<file path="config.mk">
export PLATFORM = sky130hd
export DESIGN_NAME = core_memory_cycle_sequencer
export DESIGN_NICKNAME = d
export VERILOG_FILES = /design/src/include/core_seq_pkg.sv /design/src/rtl/core_memory_cycle_sequencer.sv /design/src/rtl/line_decoder.sv
export VERILOG_INCLUDE_DIRS = /design/src /design/src/include
export SDC_FILE = /design/constraint.sdc
export NUM_CORES = 1
export LEC_CHECK = 0
export ABC_CLOCK_PERIOD_IN_PS = 3000
export BUFFER_PORTS_ARGS = -buffer_cell sky130_fd_sc_hd__buf_2
export CAP_MARGIN = 20
export CORE_MARGIN = 3
export CORE_UTILIZATION = 45
export DETAILED_ROUTE_END_ITERATION = 8
export PLACE_DENSITY = 0.69
export SLEW_MARGIN = 25
export SYNTH_ARGS = -nofsm -noshare
export SYNTH_HDL_FRONTEND = slang
export SYNTH_SLANG_ARGS = --single-unit
export TNS_END_PERCENT = 1
</file>
<file path="constraint.sdc">
create_clock -name mclk -period 3 [get_ports mclk]
set_input_delay 0.15 -clock mclk [delete_from_list [all_inputs] [get_ports mclk]]
set_output_delay 0.15 -clock mclk [all_outputs]
set_load 0.03 [all_outputs]
</file>
<file path="src/include/core_seq_cfg.svh">
`ifndef CORE_SEQ_CFG_SVH
`define CORE_SEQ_CFG_SVH

`define CS_ADDR_W     18
`define CS_WORD_W     16
`define CS_BANK_HI    17
`define CS_BANK_LO    14
`define CS_Y_HI       13
`define CS_Y_LO       8
`define CS_X_HI       7
`define CS_X_LO       1
`define CS_BYTE_BIT   0
`define CS_X_LINES    128
`define CS_Y_LINES    64
`define CS_CNT_W      5

`define CS_CLK_NS     40
`define CS_ACCESS_NS  400
`define CS_CYCLE_NS   900
// longest times: round down
`define CS_READ_CYC   (`CS_ACCESS_NS / `CS_CLK_NS)
`define CS_WRITE_CYC  ((`CS_CYCLE_NS - `CS_ACCESS_NS) / `CS_CLK_NS)

`define CS_TXN_RESTORE 2'h0
`define CS_TXN_PAUSE   2'h1
`define CS_TXN_WORD    2'h2
`define CS_TXN_BYTE    2'h3

`endif

</file>
<file path="src/include/core_seq_pkg.sv">
`include "core_seq_cfg.svh"

package core_seq_pkg;

  typedef enum logic [1:0] {
    SEQ_IDLE,
    SEQ_READ,
    SEQ_WRITE
  } seq_e;

  typedef enum logic [1:0] {
    READ_RESTORE_TXN,
    READ_PAUSE_TXN,
    WORD_WRITE_TXN,
    BYTE_WRITE_TXN
  } txn_e;

  typedef struct packed {
    seq_e                    state;
    txn_e                    txn;
    logic [`CS_ADDR_W-1:0]   addr;
    logic [`CS_WORD_W-1:0]   data;
    logic [`CS_CNT_W-1:0]    cnt;
    logic                    pause;
    logic                    ack;
    logic                    data_oe;
    logic                    rd_drv;
    logic                    wr_drv;
    logic                    stack_wr;
    logic                    src_en;
    logic [`CS_WORD_W-1:0]   inhibit;
    logic [`CS_X_LINES-1:0]  x_en;
    logic [`CS_Y_LINES-1:0]  y_en;
  } seq_s;

endpackage : core_seq_pkg

</file>
<file path="src/rtl/core_memory_cycle_sequencer.sv">
// Operation
// latch 18-bit address, decode bank and word
// lowest address bit picks the byte
// one X and one Y line enabled
// read and write drive opposite polarity
// stack read state reading, write state writing
// power low blocks current source enable
// four transaction types only
// restore read: read, present, write back
// pause read skips restore, half cycle
// pause read sets pause flag
// master follows pause read with write
// word write: clearing read then write
// pause flag set: write skips read phase
// byte write read keeps other byte
// byte write stores merged word back
// byte write after pause read accepted too
// cycle about 900 ns, access 400 ns
// inhibit every zero bit while writing
// top four address bits match bank
// two control lines pick the type
// write completion clears pause flag
// ack only after data valid or captured
//
// The implementer's own choices: the address-and-strobe port.
`include "core_seq_cfg.svh"
module core_memory_cycle_sequencer
  import core_seq_pkg::*;
#(
  parameter int X_BITS = 7,
  parameter int Y_BITS = 6
) (
  input  wire logic                    mclk,
  input  wire logic                    rst_b,
  input  wire logic                    master_req,
  input  wire logic [`CS_ADDR_W-1:0]   bus_addr,
  input  wire logic                    txn_type_line0,
  input  wire logic                    txn_type_line1,
  input  wire logic [`CS_WORD_W-1:0]   bus_data_in,
  input  wire logic                    power_low_indication,
  input  wire logic [3:0]              bank_number,
  input  wire logic [`CS_WORD_W-1:0]   sense_bits,
  output logic                         slave_ack,
  output logic      [`CS_WORD_W-1:0]   bus_data_out,
  output logic                         bus_data_oe,
  output logic      [`CS_X_LINES-1:0]  x_line_en,
  output logic      [`CS_Y_LINES-1:0]  y_line_en,
  output logic                         read_drive,
  output logic                         write_drive,
  output logic                         stack_write_state,
  output logic                         current_src_en,
  output logic      [`CS_WORD_W-1:0]   inhibit_en
);

  if (X_BITS != `CS_X_HI - `CS_X_LO + 1 || Y_BITS != `CS_Y_HI - `CS_Y_LO + 1) begin : g_bad
    $error("core_memory_cycle_sequencer: X/Y widths do not fit the address split");
  end

  seq_s                    st_ff;
  seq_s                    nxt_st;
  logic                    start;
  logic                    busy_nxt;
  logic [`CS_ADDR_W-1:0]   lat_addr;
  logic [`CS_X_LINES-1:0]  x_dec;
  logic [`CS_Y_LINES-1:0]  y_dec;
  txn_e                    bus_txn;

  // control lines to type
  function automatic txn_e decode_txn(input logic c1, input logic c0);
    case ({c1, c0})
      `CS_TXN_RESTORE: decode_txn = READ_RESTORE_TXN;
      `CS_TXN_PAUSE:   decode_txn = READ_PAUSE_TXN;
      `CS_TXN_WORD:    decode_txn = WORD_WRITE_TXN;
      default:         decode_txn = BYTE_WRITE_TXN;
    endcase
  endfunction : decode_txn

  // byte select merges one byte
  function automatic logic [`CS_WORD_W-1:0] merge_byte(
    input logic [`CS_WORD_W-1:0] keep,
    input logic [`CS_WORD_W-1:0] newv,
    input logic                  hi
  );
    merge_byte = hi ? {newv[15:8], keep[7:0]} : {keep[15:8], newv[7:0]};
  endfunction : merge_byte

  function automatic logic is_write(input txn_e t);
    is_write = (t == WORD_WRITE_TXN) || (t == BYTE_WRITE_TXN);
  endfunction : is_write

  assign bus_txn = decode_txn(txn_type_line1, txn_type_line0);

  // take only a selected, fresh request
  // bank compare on top bits
  // no start while power is low
  assign start = (st_ff.state == SEQ_IDLE) && master_req && !st_ff.ack &&
                 !power_low_indication &&
                 (bus_addr[`CS_BANK_HI:`CS_BANK_LO] == bank_number);

  assign lat_addr = start ? bus_addr : st_ff.addr;
  assign busy_nxt = (nxt_st.state != SEQ_IDLE);

  // X and Y halves decoded apart
  line_decoder #(.IN_W(X_BITS)) u_x_dec (
    .sel   (lat_addr[`CS_X_HI:`CS_X_LO]),
    .en    (busy_nxt),
    .lines (x_dec)
  );

  line_decoder #(.IN_W(Y_BITS)) u_y_dec (
    .sel   (lat_addr[`CS_Y_HI:`CS_Y_LO]),
    .en    (busy_nxt),
    .lines (y_dec)
  );

  always_comb begin
    nxt_st = st_ff;
    // answer held until master drops request
    if (!master_req) begin
      nxt_st.ack     = 1'b0;
      nxt_st.data_oe = 1'b0;
    end
    case (st_ff.state)
      SEQ_IDLE: begin
        if (start) begin
          nxt_st.addr = bus_addr;
          // type fixed for the whole cycle
          nxt_st.txn  = bus_txn;
          if (bus_txn == WORD_WRITE_TXN) begin
            nxt_st.data = bus_data_in;
          end else if (bus_txn == BYTE_WRITE_TXN) begin
            // selected byte taken from bus
            nxt_st.data = merge_byte(st_ff.data, bus_data_in, bus_addr[`CS_BYTE_BIT]);
          end
          // write data captured, answer now
          nxt_st.ack = is_write(bus_txn);
          // pause flag skips clearing read
          // byte write treated alike
          if (is_write(bus_txn) && st_ff.pause) begin
            nxt_st.state = SEQ_WRITE;
            nxt_st.cnt   = `CS_CNT_W'(`CS_WRITE_CYC);
          end else begin
            nxt_st.state = SEQ_READ;
            nxt_st.cnt   = `CS_CNT_W'(`CS_READ_CYC);
          end
        end
      end
      SEQ_READ: begin
        nxt_st.cnt = st_ff.cnt - `CS_CNT_W'(1);
        // sense strobe at access time
        if (st_ff.cnt == `CS_CNT_W'(1)) begin
          case (st_ff.txn)
            READ_RESTORE_TXN: begin
              // present data, then restore
              nxt_st.data    = sense_bits;
              nxt_st.ack     = 1'b1;
              nxt_st.data_oe = 1'b1;
              nxt_st.state   = SEQ_WRITE;
              nxt_st.cnt     = `CS_CNT_W'(`CS_WRITE_CYC);
            end
            READ_PAUSE_TXN: begin
              // no restore phase
              // location now cleared
              nxt_st.data    = sense_bits;
              nxt_st.ack     = 1'b1;
              nxt_st.data_oe = 1'b1;
              nxt_st.pause   = 1'b1;
              nxt_st.state   = SEQ_IDLE;
            end
            BYTE_WRITE_TXN: begin
              // keep unselected byte from core
              nxt_st.data  = merge_byte(sense_bits, st_ff.data, st_ff.addr[`CS_BYTE_BIT]);
              nxt_st.state = SEQ_WRITE;
              nxt_st.cnt   = `CS_CNT_W'(`CS_WRITE_CYC);
            end
            default: begin
              // clearing read only, bus data kept
              nxt_st.state = SEQ_WRITE;
              nxt_st.cnt   = `CS_CNT_W'(`CS_WRITE_CYC);
            end
          endcase
        end
      end
      SEQ_WRITE: begin
        nxt_st.cnt = st_ff.cnt - `CS_CNT_W'(1);
        if (st_ff.cnt == `CS_CNT_W'(1)) begin
          nxt_st.state = SEQ_IDLE;
          // pause flag spent by the write
          if (is_write(st_ff.txn)) begin
            nxt_st.pause = 1'b0;
          end
        end
      end
      default: begin
        nxt_st.state = SEQ_IDLE;
      end
    endcase
    // power low aborts any cycle
    if (power_low_indication) begin
      nxt_st.state = SEQ_IDLE;
    end
    // separate read and write drive
    nxt_st.rd_drv   = (nxt_st.state == SEQ_READ);
    nxt_st.wr_drv   = (nxt_st.state == SEQ_WRITE);
    // stack discharge follows phase
    nxt_st.stack_wr = (nxt_st.state == SEQ_WRITE);
    // whole register written back
    // inhibit drivers for zero bits
    nxt_st.inhibit  = (nxt_st.state == SEQ_WRITE) ? ~nxt_st.data : '0;
    nxt_st.src_en   = !power_low_indication && busy_nxt;
    nxt_st.x_en     = x_dec;
    nxt_st.y_en     = y_dec;
  end

  always_ff @(posedge mclk or negedge rst_b) begin
    if (!rst_b) begin
      st_ff <= '{state: SEQ_IDLE, txn: READ_RESTORE_TXN, default: '0};
    end else begin
      st_ff <= nxt_st;
    end
  end

  assign slave_ack         = st_ff.ack;
  assign bus_data_out      = st_ff.data;
  assign bus_data_oe       = st_ff.data_oe;
  assign x_line_en         = st_ff.x_en;
  assign y_line_en         = st_ff.y_en;
  assign read_drive        = st_ff.rd_drv;
  assign write_drive       = st_ff.wr_drv;
  assign stack_write_state = st_ff.stack_wr;
  assign current_src_en    = st_ff.src_en;
  assign inhibit_en        = st_ff.inhibit;
endmodule : core_memory_cycle_sequencer

</file>
<file path="src/rtl/line_decoder.sv">
module line_decoder #(
  parameter int IN_W = 6
) (
  input  wire logic [IN_W-1:0]     sel,
  input  wire logic                en,
  output logic      [2**IN_W-1:0]  lines
);

  if (IN_W < 1 || IN_W > 10) begin : g_bad_width
    $error("line_decoder: IN_W out of range");
  end

  // exactly one line when enabled
  always_comb begin
    lines      = '0;
    lines[sel] = en;
  end

endmodule : line_decoder

</file>
# Yosys cells after proc, flatten, opt, wreduce, memory -nomap -nowiden

Index checks and enable logic that the tools add are counted.
W data, S select, Z words.

Register bits: 257
Input port bits: 60

Order comparisons: 4
Multiplexer cells: 33
Bitwise gates (word level): 3
Equality and inequality tests: 18
Reduce and logical (&&, ||, !) cells: 22
Add/subtract/negate cells: 1

Operators by type and width:

| kind                 | number |
|---|---|
| $and A128 B128 Y128  | 1 |
| $mux W16             | 5 |
| $and A64 B64 Y64     | 1 |
| $pmux W16 S2         | 2 |
| $mux W43             | 1 |
| $mux W24             | 1 |
| $not A16 Y16         | 1 |
| $pmux W5 S3          | 1 |
| $eq A2 B2 Y1 const B | 7 |
| $mux W14             | 1 |
| $mux W2              | 7 |
| $pmux W2 S3          | 2 |
| $eq A2 B1 Y1 const B | 4 |
| $logic_and A1 B1 Y1  | 8 |
| $lt A7 B8 Y1 const B | 1 |
| $ne A2 B2 Y1 const B | 4 |
| $demux W1 S7         | 1 |
| $ge A7 B1 Y1 const B | 1 |
| $lt A6 B7 Y1 const B | 1 |
| $mux W1              | 7 |
| $demux W1 S6         | 1 |
| $ge A6 B1 Y1 const B | 1 |
| $logic_not A2 Y1     | 3 |
| $eq A5 B1 Y1 const B | 1 |
| other kinds (13)     | 18 |

# Logic depth before layout (Yosys ltp)

Gate-level depths: netlist of the first run.

Depth after elaboration: 11
Mapped depth: 10
Gate-level depth less buffers: 7

# Hierarchy

From an unflattened synthesis of the first run, not the netlist that was laid out.

Cell total of the unflattened synthesis: 1,056
Area total of the unflattened synthesis: 11,293.3 sq um

Modules (own cells, without submodules):

| module                      | area each (sq um) | times used | cells each | sequential area each (sq um) |
|---|---|---|---|---|
| core_memory_cycle_sequencer | 9,873.2           | 1          | 772        | 6,331.1 |
| line_decoder at u_x_dec     | 854.6             | 1          | 183        | 0.0 |
| line_decoder at u_y_dec     | 565.5             | 1          | 101        | 0.0 |

# Worst setup path before layout of the first run

OpenSTA, ideal clock, no wires.

Path type: flip-flop to flip-flop
From: register st_ff[257] in the netlist's numbering
To: register st_ff, in the netlist x_line_en[30]
Required time: 2,926 ps
Library setup time: 74 ps
Path slack: 760 ps
Arrival: 2,166 ps
Period minus slack after synthesis: 2,240 ps
Cell stages (with the launch flop): 9
Path through: dfrtp_1 -> inv_1 -> ha_1 -> and4bb_4 -> and3_4 -> a2111oi_0 -> o22ai_1 -> buf_4 -> nor2_1

RTL lines:

| what                   | line                               | source |
|---|---|---|
| from (decl)            | core_memory_cycle_sequencer.sv:59  | `seq_s st_ff;` |
| from (signal assigned) | core_memory_cycle_sequencer.sv:219 | `st_ff <= nxt_st;` |

==> results.json, run 1 <==
{
  "antenna_found_initial": 2,
  "multiInputGateArea_um2": 3369,
  "clkTransAtPathRegs_ns": 0.06,
  "crit_arrival_ns": 3.16,
  "viasPerCell": 5.129,
  "grt_pass1_wl_um": 46750,
  "post-route-min-period_ns": 2.805,
  "status": "completed",
  "path_cells": "inv_1, ha_1, or4b_4, o21ai_4, a21oi_1, a21oi_2, nor2_1",
  "grt_max_degree": 97,
  "worstSkewPairLatency_ns": 0.53,
  "postSynthCellCount": 1149,
  "worst_r2r_endpoint": "x_line_en[97]",
  "via_count": 8380,
  "synth_edf_count": 0,
  "firstDrtPassIters": 6,
  "die_area_um2": 27870,
  "fillers": 2273,
  "hold_violations": 0,
  "crit_path_max_fanout": 15,
  "p_leak_nw": 6.723,
  "grt_overflow_total": 0,
  "worstPathRequired_ns": 3.36,
  "seqCellArea_um2": 6331,
  "maxCapViolCount": 0,
  "fmax_mhz": 356.5,
  "hp-class": "input port to flip-flop",
  "path_buf_inv": 1,
  "die_x_um": 167.0,
  "tritoncts.num_buffers": 27,
  "area_delta_synth_final_pct": 14.23,
  "postSynthNetCount": 1216,
  "avgSynthCellArea_um2": 10.15,
  "worstMarginPinSlew_ns": 0.9893,
  "async_flop_share_pct": 100.0,
  "cts_root_buffer": "clkbuf_16",
  "ir_drop_uv": 460.0,
  "yosysWarnings": 0,
  "ys_seq_area_share_pct": 54.31,
  "fin_util_pct": 52.58,
  "layout.nets": 1350,
  "hp-start": "sense_bits[11]",
  "detail_route.wl_per_cell_um": 18.01,
  "ioPinCount": 290,
  "rsz0062_at_grt": "false",
  "place_hpwl_um": 20580,
  "ys.flop_type": "dfrtp_1",
  "syn_area_um2": 11660,
  "place_congestion": 0.9056,
  "synth_top_area_share_pct": 54.31,
  "drt_iter0_markers": 780,
  "cp_top_family": "compound AO/OA/AOI/OAI gates",
  "holdPathStages": 3,
  "grt_pass1_vias": 8548,
  "setup_tns_ns": 0,
  "rows": 58,
  "synth_cell_type_count": 69,
  "regToRegSetupSlack_ns": 0.20,
  "cts_tree": "yes",
  "clock_skew_ns": 0.01331,
  "cp-end-kind": "flip-flop",
  "max_stage_delay_ns": 0.82,
  "reg2reg_from": "st_ff[216]",
  "synthTopCellsByArea": "dfrtp_1 54%, buf_4 15%, nor2_1 6.0%",
  "ys_seq_elements": 253,
  "die_h_um": 167.0,
  "power_density_nw_per_um2": 645.9,
  "core_um2": 25330,
  "finalSetupViolations": 0,
  "clock_sinks": 253,
  "synth_largest_area_cell": "dfrtp_1",
  "initial_utilization_pct": 46.03,
  "layout-drive-gt1-share_pct": 31.70,
  "slew_violations": 0,
  "cts_buffer_depth": 3,
  "critPathKind": "flip-flop to flip-flop",
  "startpoint_type": "flip-flop",
  "critical_path.slowest_cell": "a21oi_2",
  "drt.antenna.violating_nets": 0,
  "htree_num_levels": 1,
  "port-buffer-count": 289,
  "ff2ff_path_depth": 7,
  "wl_um": 29430,
  "grt_usage_pct": 20.68,
  "route.detailed.drc": 0,
  "timing.slew.headroom_pct": 34.05,
  "fin_crit_sh_pct": 93.50,
  "hold_end": "bus_data_out[11]"
}
-- report_power, final --
group	total (mW)	internal (mW)	leakage (nW)	switching, mW
Combinational	1.40	0.483	2.81	0.917
Clock	3.42	2.05	0.446	1.37
Sequential	3.78	3.58	3.47	0.204
Total	8.60	6.11	6.72	2.50
-- synth_stat cells, types with 4 or more instances --
library cell and instances:
dfrtp_1 253, buf_4 230, nor2_1 186, nand2_1 64
a21oi_1 60, nor3_1 56, nand3_1 32, nor4_1 31
o21ai_0 23, buf_2 20, o211ai_1 17, inv_1 15
clkbuf_1 13, nand2b_1 11, o21ai_1 10, mux2i_1 9
a211oi_1 8, a221o_1 8, ha_1 7, nor2b_1 6
a2111oi_1 4, a21boi_0 4, a21o_1 4, a21oi_2 4
nor3b_1 4, xnor2_1 4, xor2_1 4
-- cells by family after synthesis --
| group | count (synthesis) | synth area share [%] |
|---|---|---|
| AO/OA/AOI/OAI | 168 | 9.606 |
| buffers and inverters | 284 | 16.89 |
| flip-flops | 253 | 54.31 |
| adder cells (fa/ha/maj) | 7 | 0.7513 |
| AND/OR/NAND/NOR | 418 | 16.84 |
| XOR/XNOR | 8 | 0.6010 |
| multiplexers | 11 | 0.9982 |
-- cell type report --
cell class	instances	share of cell area (%)
Sequential cell	253	47.54
Tap cell	330	3.101
Inverter	16	0.4510
Timing Repair Buffer	373	16.61
Clock inverter	14	1.297
Antenna cell	1	0.01879
Clock buffer	35	5.675
Multi-Input combinational cell	612	25.30
-- registers in the layout, indices dropped and copies added (netlist names) --
| name | flops |
|---|---|
| bus_data_oe | 1 |
| bus_data_out | 16 |
| current_src_en | 1 |
| inhibit_en | 16 |
| read_drive | 1 |
| slave_ack | 1 |
| st_ff | 24 |
| stack_write_state | 1 |
| x_line_en | 128 |
| y_line_en | 64 |
-- placed cells by master (no fill, tap or decap), types with 10 or more instances in the layout --
master         instances
a21oi_1               60
buf_2                288
buf_4                 46
clkbuf_16             27
dfrtp_1              253
dlygate4sd3_1         35
inv_1                 15
nand2_1               64
nand2b_1              11
nand3_1               31
nor2_1               185
nor3_1                56
nor4_1                31
o211ai_1              17
o21ai_0               23
o21ai_1               10
-- per-layer routing --
metal / global-route usage, % / wire length (um) / share of wire [%]
met1: 27.20 / 12440 / 42
met2: 34.73 / 14080 / 48
met5: 0 / 20 / 0.068
met4: 5.918 / 743 / 2.5
met3: 4.510 / 2145 / 7.3
-- through the flow --
stage,cells,worst slack [ns],hold slack [ns],area (um^2),power [mW]
finish,1634,0.1951,0.02295,13320,8.601
floorplan,1149,0.7601,-0.1456,11660,4.755
global placement,1549,0.2812,0.2200,12030,5.177
detailed placement,1549,0.1805,0.2321,12030,5.193
CTS,1633,0.1633,0.002389,13300,8.678
global route,1634,0.003767,0.03164,13320,8.991
-- worst reg2reg max path, delay by kind of cell, from the launching register on --
kind / cells / cell delay [ns]
buffers and inverters: 1 / 0.09
AOI/OAI and AO/OA: 3 / 1.24
DFF: 1 / 0.37
and+or+nand+nor: 2 / 0.74
adders and majority gates: 1 / 0.18
-- timing repair --
item,CTS,global route
setup endpoints to repair,0,2
hold buffers,35,0
resized for setup,0,2
hold endpoints to repair,143,0
buffers inserted,0,0
-- worst max-delay path by stage --
stage | cells after the start | start | slack [ns] | to
floorplan | 8 | st_ff[257] | 0.76 | x_line_en[30]
global placement | 9 | st_ff[257] | 0.28 | x_line_en[104]
detailed placement | 9 | st_ff[257] | 0.18 | x_line_en[104]
CTS | 9 | st_ff[257] | 0.16 | x_line_en[104]
global route | 9 | st_ff[257] | 0.004 | x_line_en[104]
finish | 7 | st_ff[216] | 0.20 | x_line_en[97]
Power figures use the tool's default switching activity.
==> run 2: changes to the inputs <==
--- a/config.mk
+++ b/config.mk
@@ -10,9 +10,9 @@
 export BUFFER_PORTS_ARGS = -buffer_cell sky130_fd_sc_hd__buf_2
 export CAP_MARGIN = 20
 export CORE_MARGIN = 3
-export CORE_UTILIZATION = 45
+export CORE_UTILIZATION = 54
 export DETAILED_ROUTE_END_ITERATION = 8
-export PLACE_DENSITY = 0.69
+export PLACE_DENSITY = 0.93
 export SLEW_MARGIN = 25
 export SYNTH_ARGS = -nofsm -noshare
 export SYNTH_HDL_FRONTEND = slang
==> results.json, run 2 (same netlist as run 1, synthesis figures left out) <==
{
  "status": "completed",
  "path_buf_inv": 2,
  "cpMostUsedCell": "a21oi_1",
  "maxCapViolCount": 0,
  "cts_tree": "yes",
  "layout.nets": 1331,
  "clkTransAtPathRegs_ns": 0.06,
  "htree_num_levels": 1,
  "port-buffer-count": 289,
  "final_cell_mix": "288 x buf_2, 253 x dfrtp_1, 185 x nor2_1",
  "grt_pass1_vias": 8759,
  "grt_max_degree": 97,
  "fin_crit_sh_pct": 91.98,
  "path_cells": "inv_1, ha_1, and4bb_4, and3_4, buf_4, a21oi_1, a21oi_1, nor3_1",
  "m1WireLength_um": 12050,
  "area_delta_synth_final_pct": 11.30,
  "initial_utilization_pct": 55.28,
  "slew_violations": 0,
  "largest_register_ffs": 128,
  "layout-drive-gt1-share_pct": 30.63,
  "wl_um": 30590,
  "post-route-min-period_ns": 2.759,
  "post-place-ws_ns": 0.05501,
  "clock_sinks": 253,
  "post_cts.repair.setup_buffers": 0,
  "critPathKind": "flip-flop to flip-flop",
  "die_x_um": 152.9,
  "route.detailed.drc": 0,
  "finalSetupViolations": 0,
  "place_hpwl_um": 20430,
  "timing.slew.headroom_pct": 41.66,
  "cp-end-kind": "flip-flop",
  "ir_drop_uv": 438.3,
  "ioPinCount": 290,
  "place_congestion": 0.9402,
  "worstPathRequired_ns": 3.36,
  "crit_path_max_fanout": 23,
  "power_density_nw_per_um2": 630.7,
  "top_layer": "met5",
  "grt_pass1_wl_um": 48290,
  "p_leak_nw": 6.595,
  "drt.antenna.violating_nets": 0,
  "cp_top_family": "compound AO/OA/AOI/OAI gates",
  "firstDrtPassIters": 5,
  "viasPerCell": 5.683,
  "layout_commonest_cell": "buf_2",
  "clock_skew_ns": 0.02224,
  "power.total_mw": 8.183,
  "drt_iter0_markers": 993,
  "antenna_found_initial": 2,
  "critical_path.slowest_cell": "a21oi_1",
  "met3_length_um": 2636,
  "grt_usage_pct": 25.37,
  "hold_violations": 0,
  "die_h_um": 152.9,
  "hold_ws_ns": 0.01948,
  "max_stage_delay_ns": 0.67,
  "route.met2.wl_um": 14650,
  "grt_overflow_total": 0,
  "crit_arrival_ns": 3.12,
  "die_area_um2": 23390,
  "hp-class": "input port to flip-flop",
  "worstSkewPairLatency_ns": 0.53,
  "rows": 53,
  "rsz0062_at_grt": "false",
  "cts_root_buffer": "clkbuf_16",
  "startpoint_type": "flip-flop",
  "fmax_mhz": 362.4,
  "detail_route.wl_per_cell_um": 19.62,
  "core_um2": 21090,
  "cts_buffer_depth": 3,
  "setup_tns_ns": 0,
  "fillers": 1620,
  "tritoncts.num_buffers": 25,
  "setup_ws_ns": 0.2405,
  "worstMarginPinSlew_ns": 0.8679,
  "via_count": 8860
}
[run 2: final cells by class]
class                           instances  area (um^2)  share of cell area (%)
Antenna cell                            1        2.502                 0.01929
Clock buffer                           33        685.7                   5.284
Clock inverter                         13        102.6                  0.7907
Inverter                               16        60.06                  0.4629
Multi-Input combinational cell        612         3367                   25.95
Sequential cell                       253         6331                   48.79
Tap cell                              275        344.1                   2.652
Timing Repair Buffer                  356         2082                   16.05
[run 2: path summary, 6_finish.rpt]
check / from / end / slack [ns] / cells after the start
worst min register to register: bus_data_oe / bus_data_oe / 0.49 / 1
worst max-delay path: st_ff[257] / x_line_en[56] / 0.24 / 8
max in group asynchronous: rst_b / y_line_en[2] / 1.93 / 3
worst max register to register: st_ff[257] / x_line_en[56] / 0.24 / 8
min in group asynchronous: rst_b / x_line_en[86] / 0.26 / 2
worst min-delay path: sense_bits[12] / bus_data_out[12] / 0.02 / 3
[run 2: stage by stage]
step	instance area, um^2	utilization, %	std cells
after floorplan	11660	-	1149
after CTS	12960	61.48	1558
final	12970	61.53	1559
after global placement	11840	56.13	1478
after global routing	12970	61.53	1559
after detailed placement	11840	56.13	1478
[run 2: where the power goes]
| group | total (mW) | internal (mW) | switching, mW |
|---|---|---|---|
| Clock | 3.00 | 1.70 | 1.30 |
| Sequential | 3.79 | 3.58 | 0.211 |
| Combinational | 1.39 | 0.454 | 0.940 |
| Total | 8.18 | 5.73 | 2.45 |
[run 2: metal layers]
metal / GRT usage (%) / up-vias
met3: 4.105 / 109
met1: 34.57 / 4292
li1: - / 3898
met4: 8.782 / 2
met5: 0 / -
met2: 41.85 / 559
[run 2: tightest hold or removal path: stages]
cell      delay, ns
buf_2          0.08
mux2i_1        0.06
o211ai_1       0.22
[run 2: repair_timing]
action                    4_1_cts  5_1_grt
hold buffers                   34        0
hold endpoints to repair      136        0
resized for setup               0        0
==> run 3: changes to the inputs <==
--- a/config.mk
+++ b/config.mk
@@ -6,11 +6,12 @@
 export SDC_FILE = /design/constraint.sdc
 export NUM_CORES = 1
 export LEC_CHECK = 0
+export ABC_AREA = 1
 export ABC_CLOCK_PERIOD_IN_PS = 3000
 export BUFFER_PORTS_ARGS = -buffer_cell sky130_fd_sc_hd__buf_2
 export CAP_MARGIN = 20
 export CORE_MARGIN = 3
-export CORE_UTILIZATION = 54
+export CORE_UTILIZATION = 55
 export DETAILED_ROUTE_END_ITERATION = 8
 export PLACE_DENSITY = 0.93
 export SLEW_MARGIN = 25
==> results.json, run 3 <==
{
  "largest_register_ffs": 128,
  "met2_usage_pct": 44.69,
  "fmax_mhz": 354.6,
  "tritoncts.num_buffers": 27,
  "hp-class": "input port to flip-flop",
  "rsz0062_at_grt": "true",
  "async_flop_share_pct": 100.0,
  "critPathKind": "flip-flop to flip-flop",
  "synth_edf_count": 0,
  "setup_ws_ns": 0.1796,
  "worstMarginPinSlew_ns": 0.9492,
  "rows": 54,
  "status": "completed",
  "htree_num_levels": 1,
  "die_h_um": 156.9,
  "fin_util_pct": 61.94,
  "postSynthNetCount": 1578,
  "hold_violations": 0,
  "power.total_mw": 9.299,
  "synth.most_common_cell": "nand2_1",
  "area_delta_synth_final_pct": 9.336,
  "slew_violations": 0,
  "cp-end-kind": "flip-flop",
  "drt.antenna.violating_nets": 0,
  "port-buffer-count": 289,
  "worstPathRequired_ns": 3.45,
  "fin_crit_sh_pct": 94.01,
  "grt_pass1_vias": 9561,
  "grt_usage_pct": 24.85,
  "layout_commonest_cell": "nand2_1",
  "cts_buffer_depth": 3,
  "ioPinCount": 290,
  "finalSetupViolations": 0,
  "avgSynthCellArea_um2": 8.284,
  "firstDrtPassIters": 5,
  "grt_max_degree": 96,
  "clock_sinks": 253,
  "post-route-min-period_ns": 2.820,
  "post-place-cells": 1813,
  "grt_overflow_total": 0,
  "clkTransAtPathRegs_ns": 0.07,
  "grt_busiest_layer": "met2",
  "ys.flop_type": "dfrtp_1",
  "antenna_found_initial": 1,
  "ys_seq_elements": 253,
  "layout-drive-gt1-share_pct": 24.36,
  "synth_top_area_share_pct": 50.58,
  "ir_drop_uv": 539.7,
  "route.detailed.drc": 0,
  "place_hpwl_um": 21080,
  "die_x_um": 156.9,
  "detail_route.wl_per_cell_um": 16.61,
  "regToRegSetupSlack_ns": 0.18,
  "synth_cell_type_count": 37,
  "timing.slew.headroom_pct": 36.57,
  "die_area_um2": 24610,
  "core_um2": 22090,
  "postSynthCellCount": 1511,
  "final_cell_mix": "360 x nand2_1, 288 x buf_2, 266 x nor2_1",
  "ys_seq_area_share_pct": 50.58,
  "grt_pass1_wl_um": 48710,
  "syn_area_um2": 12520,
  "initial_utilization_pct": 56.65,
  "fillers": 1813,
  "cts_root_buffer": "clkbuf_16",
  "wl_um": 31320,
  "synthTopCellsByCount": "361 x nand2_1, 266 x nor2_1, 253 x dfrtp_1, 236 x buf_4, 131 x inv_1",
  "p_leak_nw": 7.787,
  "post-place-ws_ns": 0.09885,
  "power_density_nw_per_um2": 679.5,
  "synth_largest_area_cell": "dfrtp_1",
  "maxCapViolCount": 0,
  "synthTopCellsByArea": "dfrtp_1 51%, buf_4 14%, nand2_1 11%",
  "place_congestion": 0.8475,
  "startpoint_type": "flip-flop",
  "clock_skew_ns": 0.02182,
  "viasPerCell": 5.175,
  "crit_path_max_fanout": 19,
  "globalRouteMet3Util_pct": 4.757,
  "stdcell_count": 1886,
  "crit_arrival_ns": 3.27,
  "worstSkewPairLatency_ns": 0.54,
  "drt_iter0_markers": 680,
  "via_count": 9760,
  "cts_tree": "yes",
  "layout.nets": 1652,
  "yosysWarnings": 0,
  "use_met1_pct": 29.54
}
-- run 3: report_power, final --
group | internal, mW | switching, mW | leakage, nW | total [mW]
clock | 2.01 | 1.38 | 0.443 | 3.40
combinational | 0.548 | 1.55 | 3.86 | 2.10
sequential | 3.61 | 0.196 | 3.48 | 3.81
-- run 3: what timing repair did --
item | in CTS | in global routing
endpoints found under the setup margin | 0 | 146
gates resized for setup | 0 | 5
hold buffers | 21 | 0
hold endpoints to repair | 113 | 0
buffers inserted | 0 | 1
-- run 3: cell type report --
class | count | area (um^2) | area share, %
antenna | 1 | 2.502 | 0.01828
clock inverter | 16 | 176.4 | 1.289
multi-input combinational | 840 | 3686 | 26.93
tap | 280 | 350.3 | 2.560
clock buffer | 33 | 738.2 | 5.394
inverter | 137 | 519.2 | 3.794
sequential | 253 | 6331 | 46.26
timing repair buffer | 326 | 1882 | 13.75
-- run 3: cells by family (layout without fill, tap and decap cells) --
kind of cell	count (synthesis)	after routing	share of synthesized area [%]
AOI/OAI and AO/OA	108	108	4.728
xor gates and xnor gates	3	3	0.2100
adders and majority gates	7	7	0.6997
buffers and inverters	418	512	20.20
DFF	253	253	50.58
other	0	1	0
and+or+nand+nor	722	722	23.58
-- run 3: routing by layer --
metal | vias to the layer above | wire [um]
li1 | 4523 | -
met4 | 0 | 1052
met2 | 485 | 15830
met1 | 4647 | 11930
met5 | - | 0
met3 | 105 | 2507
-- run 3: critical path: stages (launching register included) --
cell,delay [ns]
dfrtp_1,0.43
inv_1,0.13
ha_1,0.18
nand3_1,0.12
inv_2,0.18
nand3_4,0.16
buf_4,0.21
inv_4,0.21
nand2_1,0.11
nand2_2,0.10
nand2_1,0.14
nor2_4,0.43
nand2_1,0.15
nor2_1,0.17
-- run 3: worst paths after layout --
path / start / endpoint / cells after the start
setup / recovery: st_ff[257] / x_line_en[119] / 13
hold / removal: bus_data_in[14] / bus_data_out[14] / 5
setup reg to reg: st_ff[257] / x_line_en[119] / 13
hold reg to reg: bus_data_oe / bus_data_oe / 2
max in group asynchronous: rst_b / st_ff[255] / 3
min in group asynchronous: rst_b / x_line_en[48] / 2
-- run 3: metrics by stage --
stage | instance area, um^2 | setup TNS, ns | hold slack, ns
after global routing | 13690 | -0.01879 | 0.03588
final | 13690 | 0 | 0.03344
after global placement | 12490 | 0 | 0.2087
after floorplan | 12520 | 0 | -0.1456
after detailed placement | 12490 | 0 | 0.2072
after CTS | 13620 | 0 | 0.005038
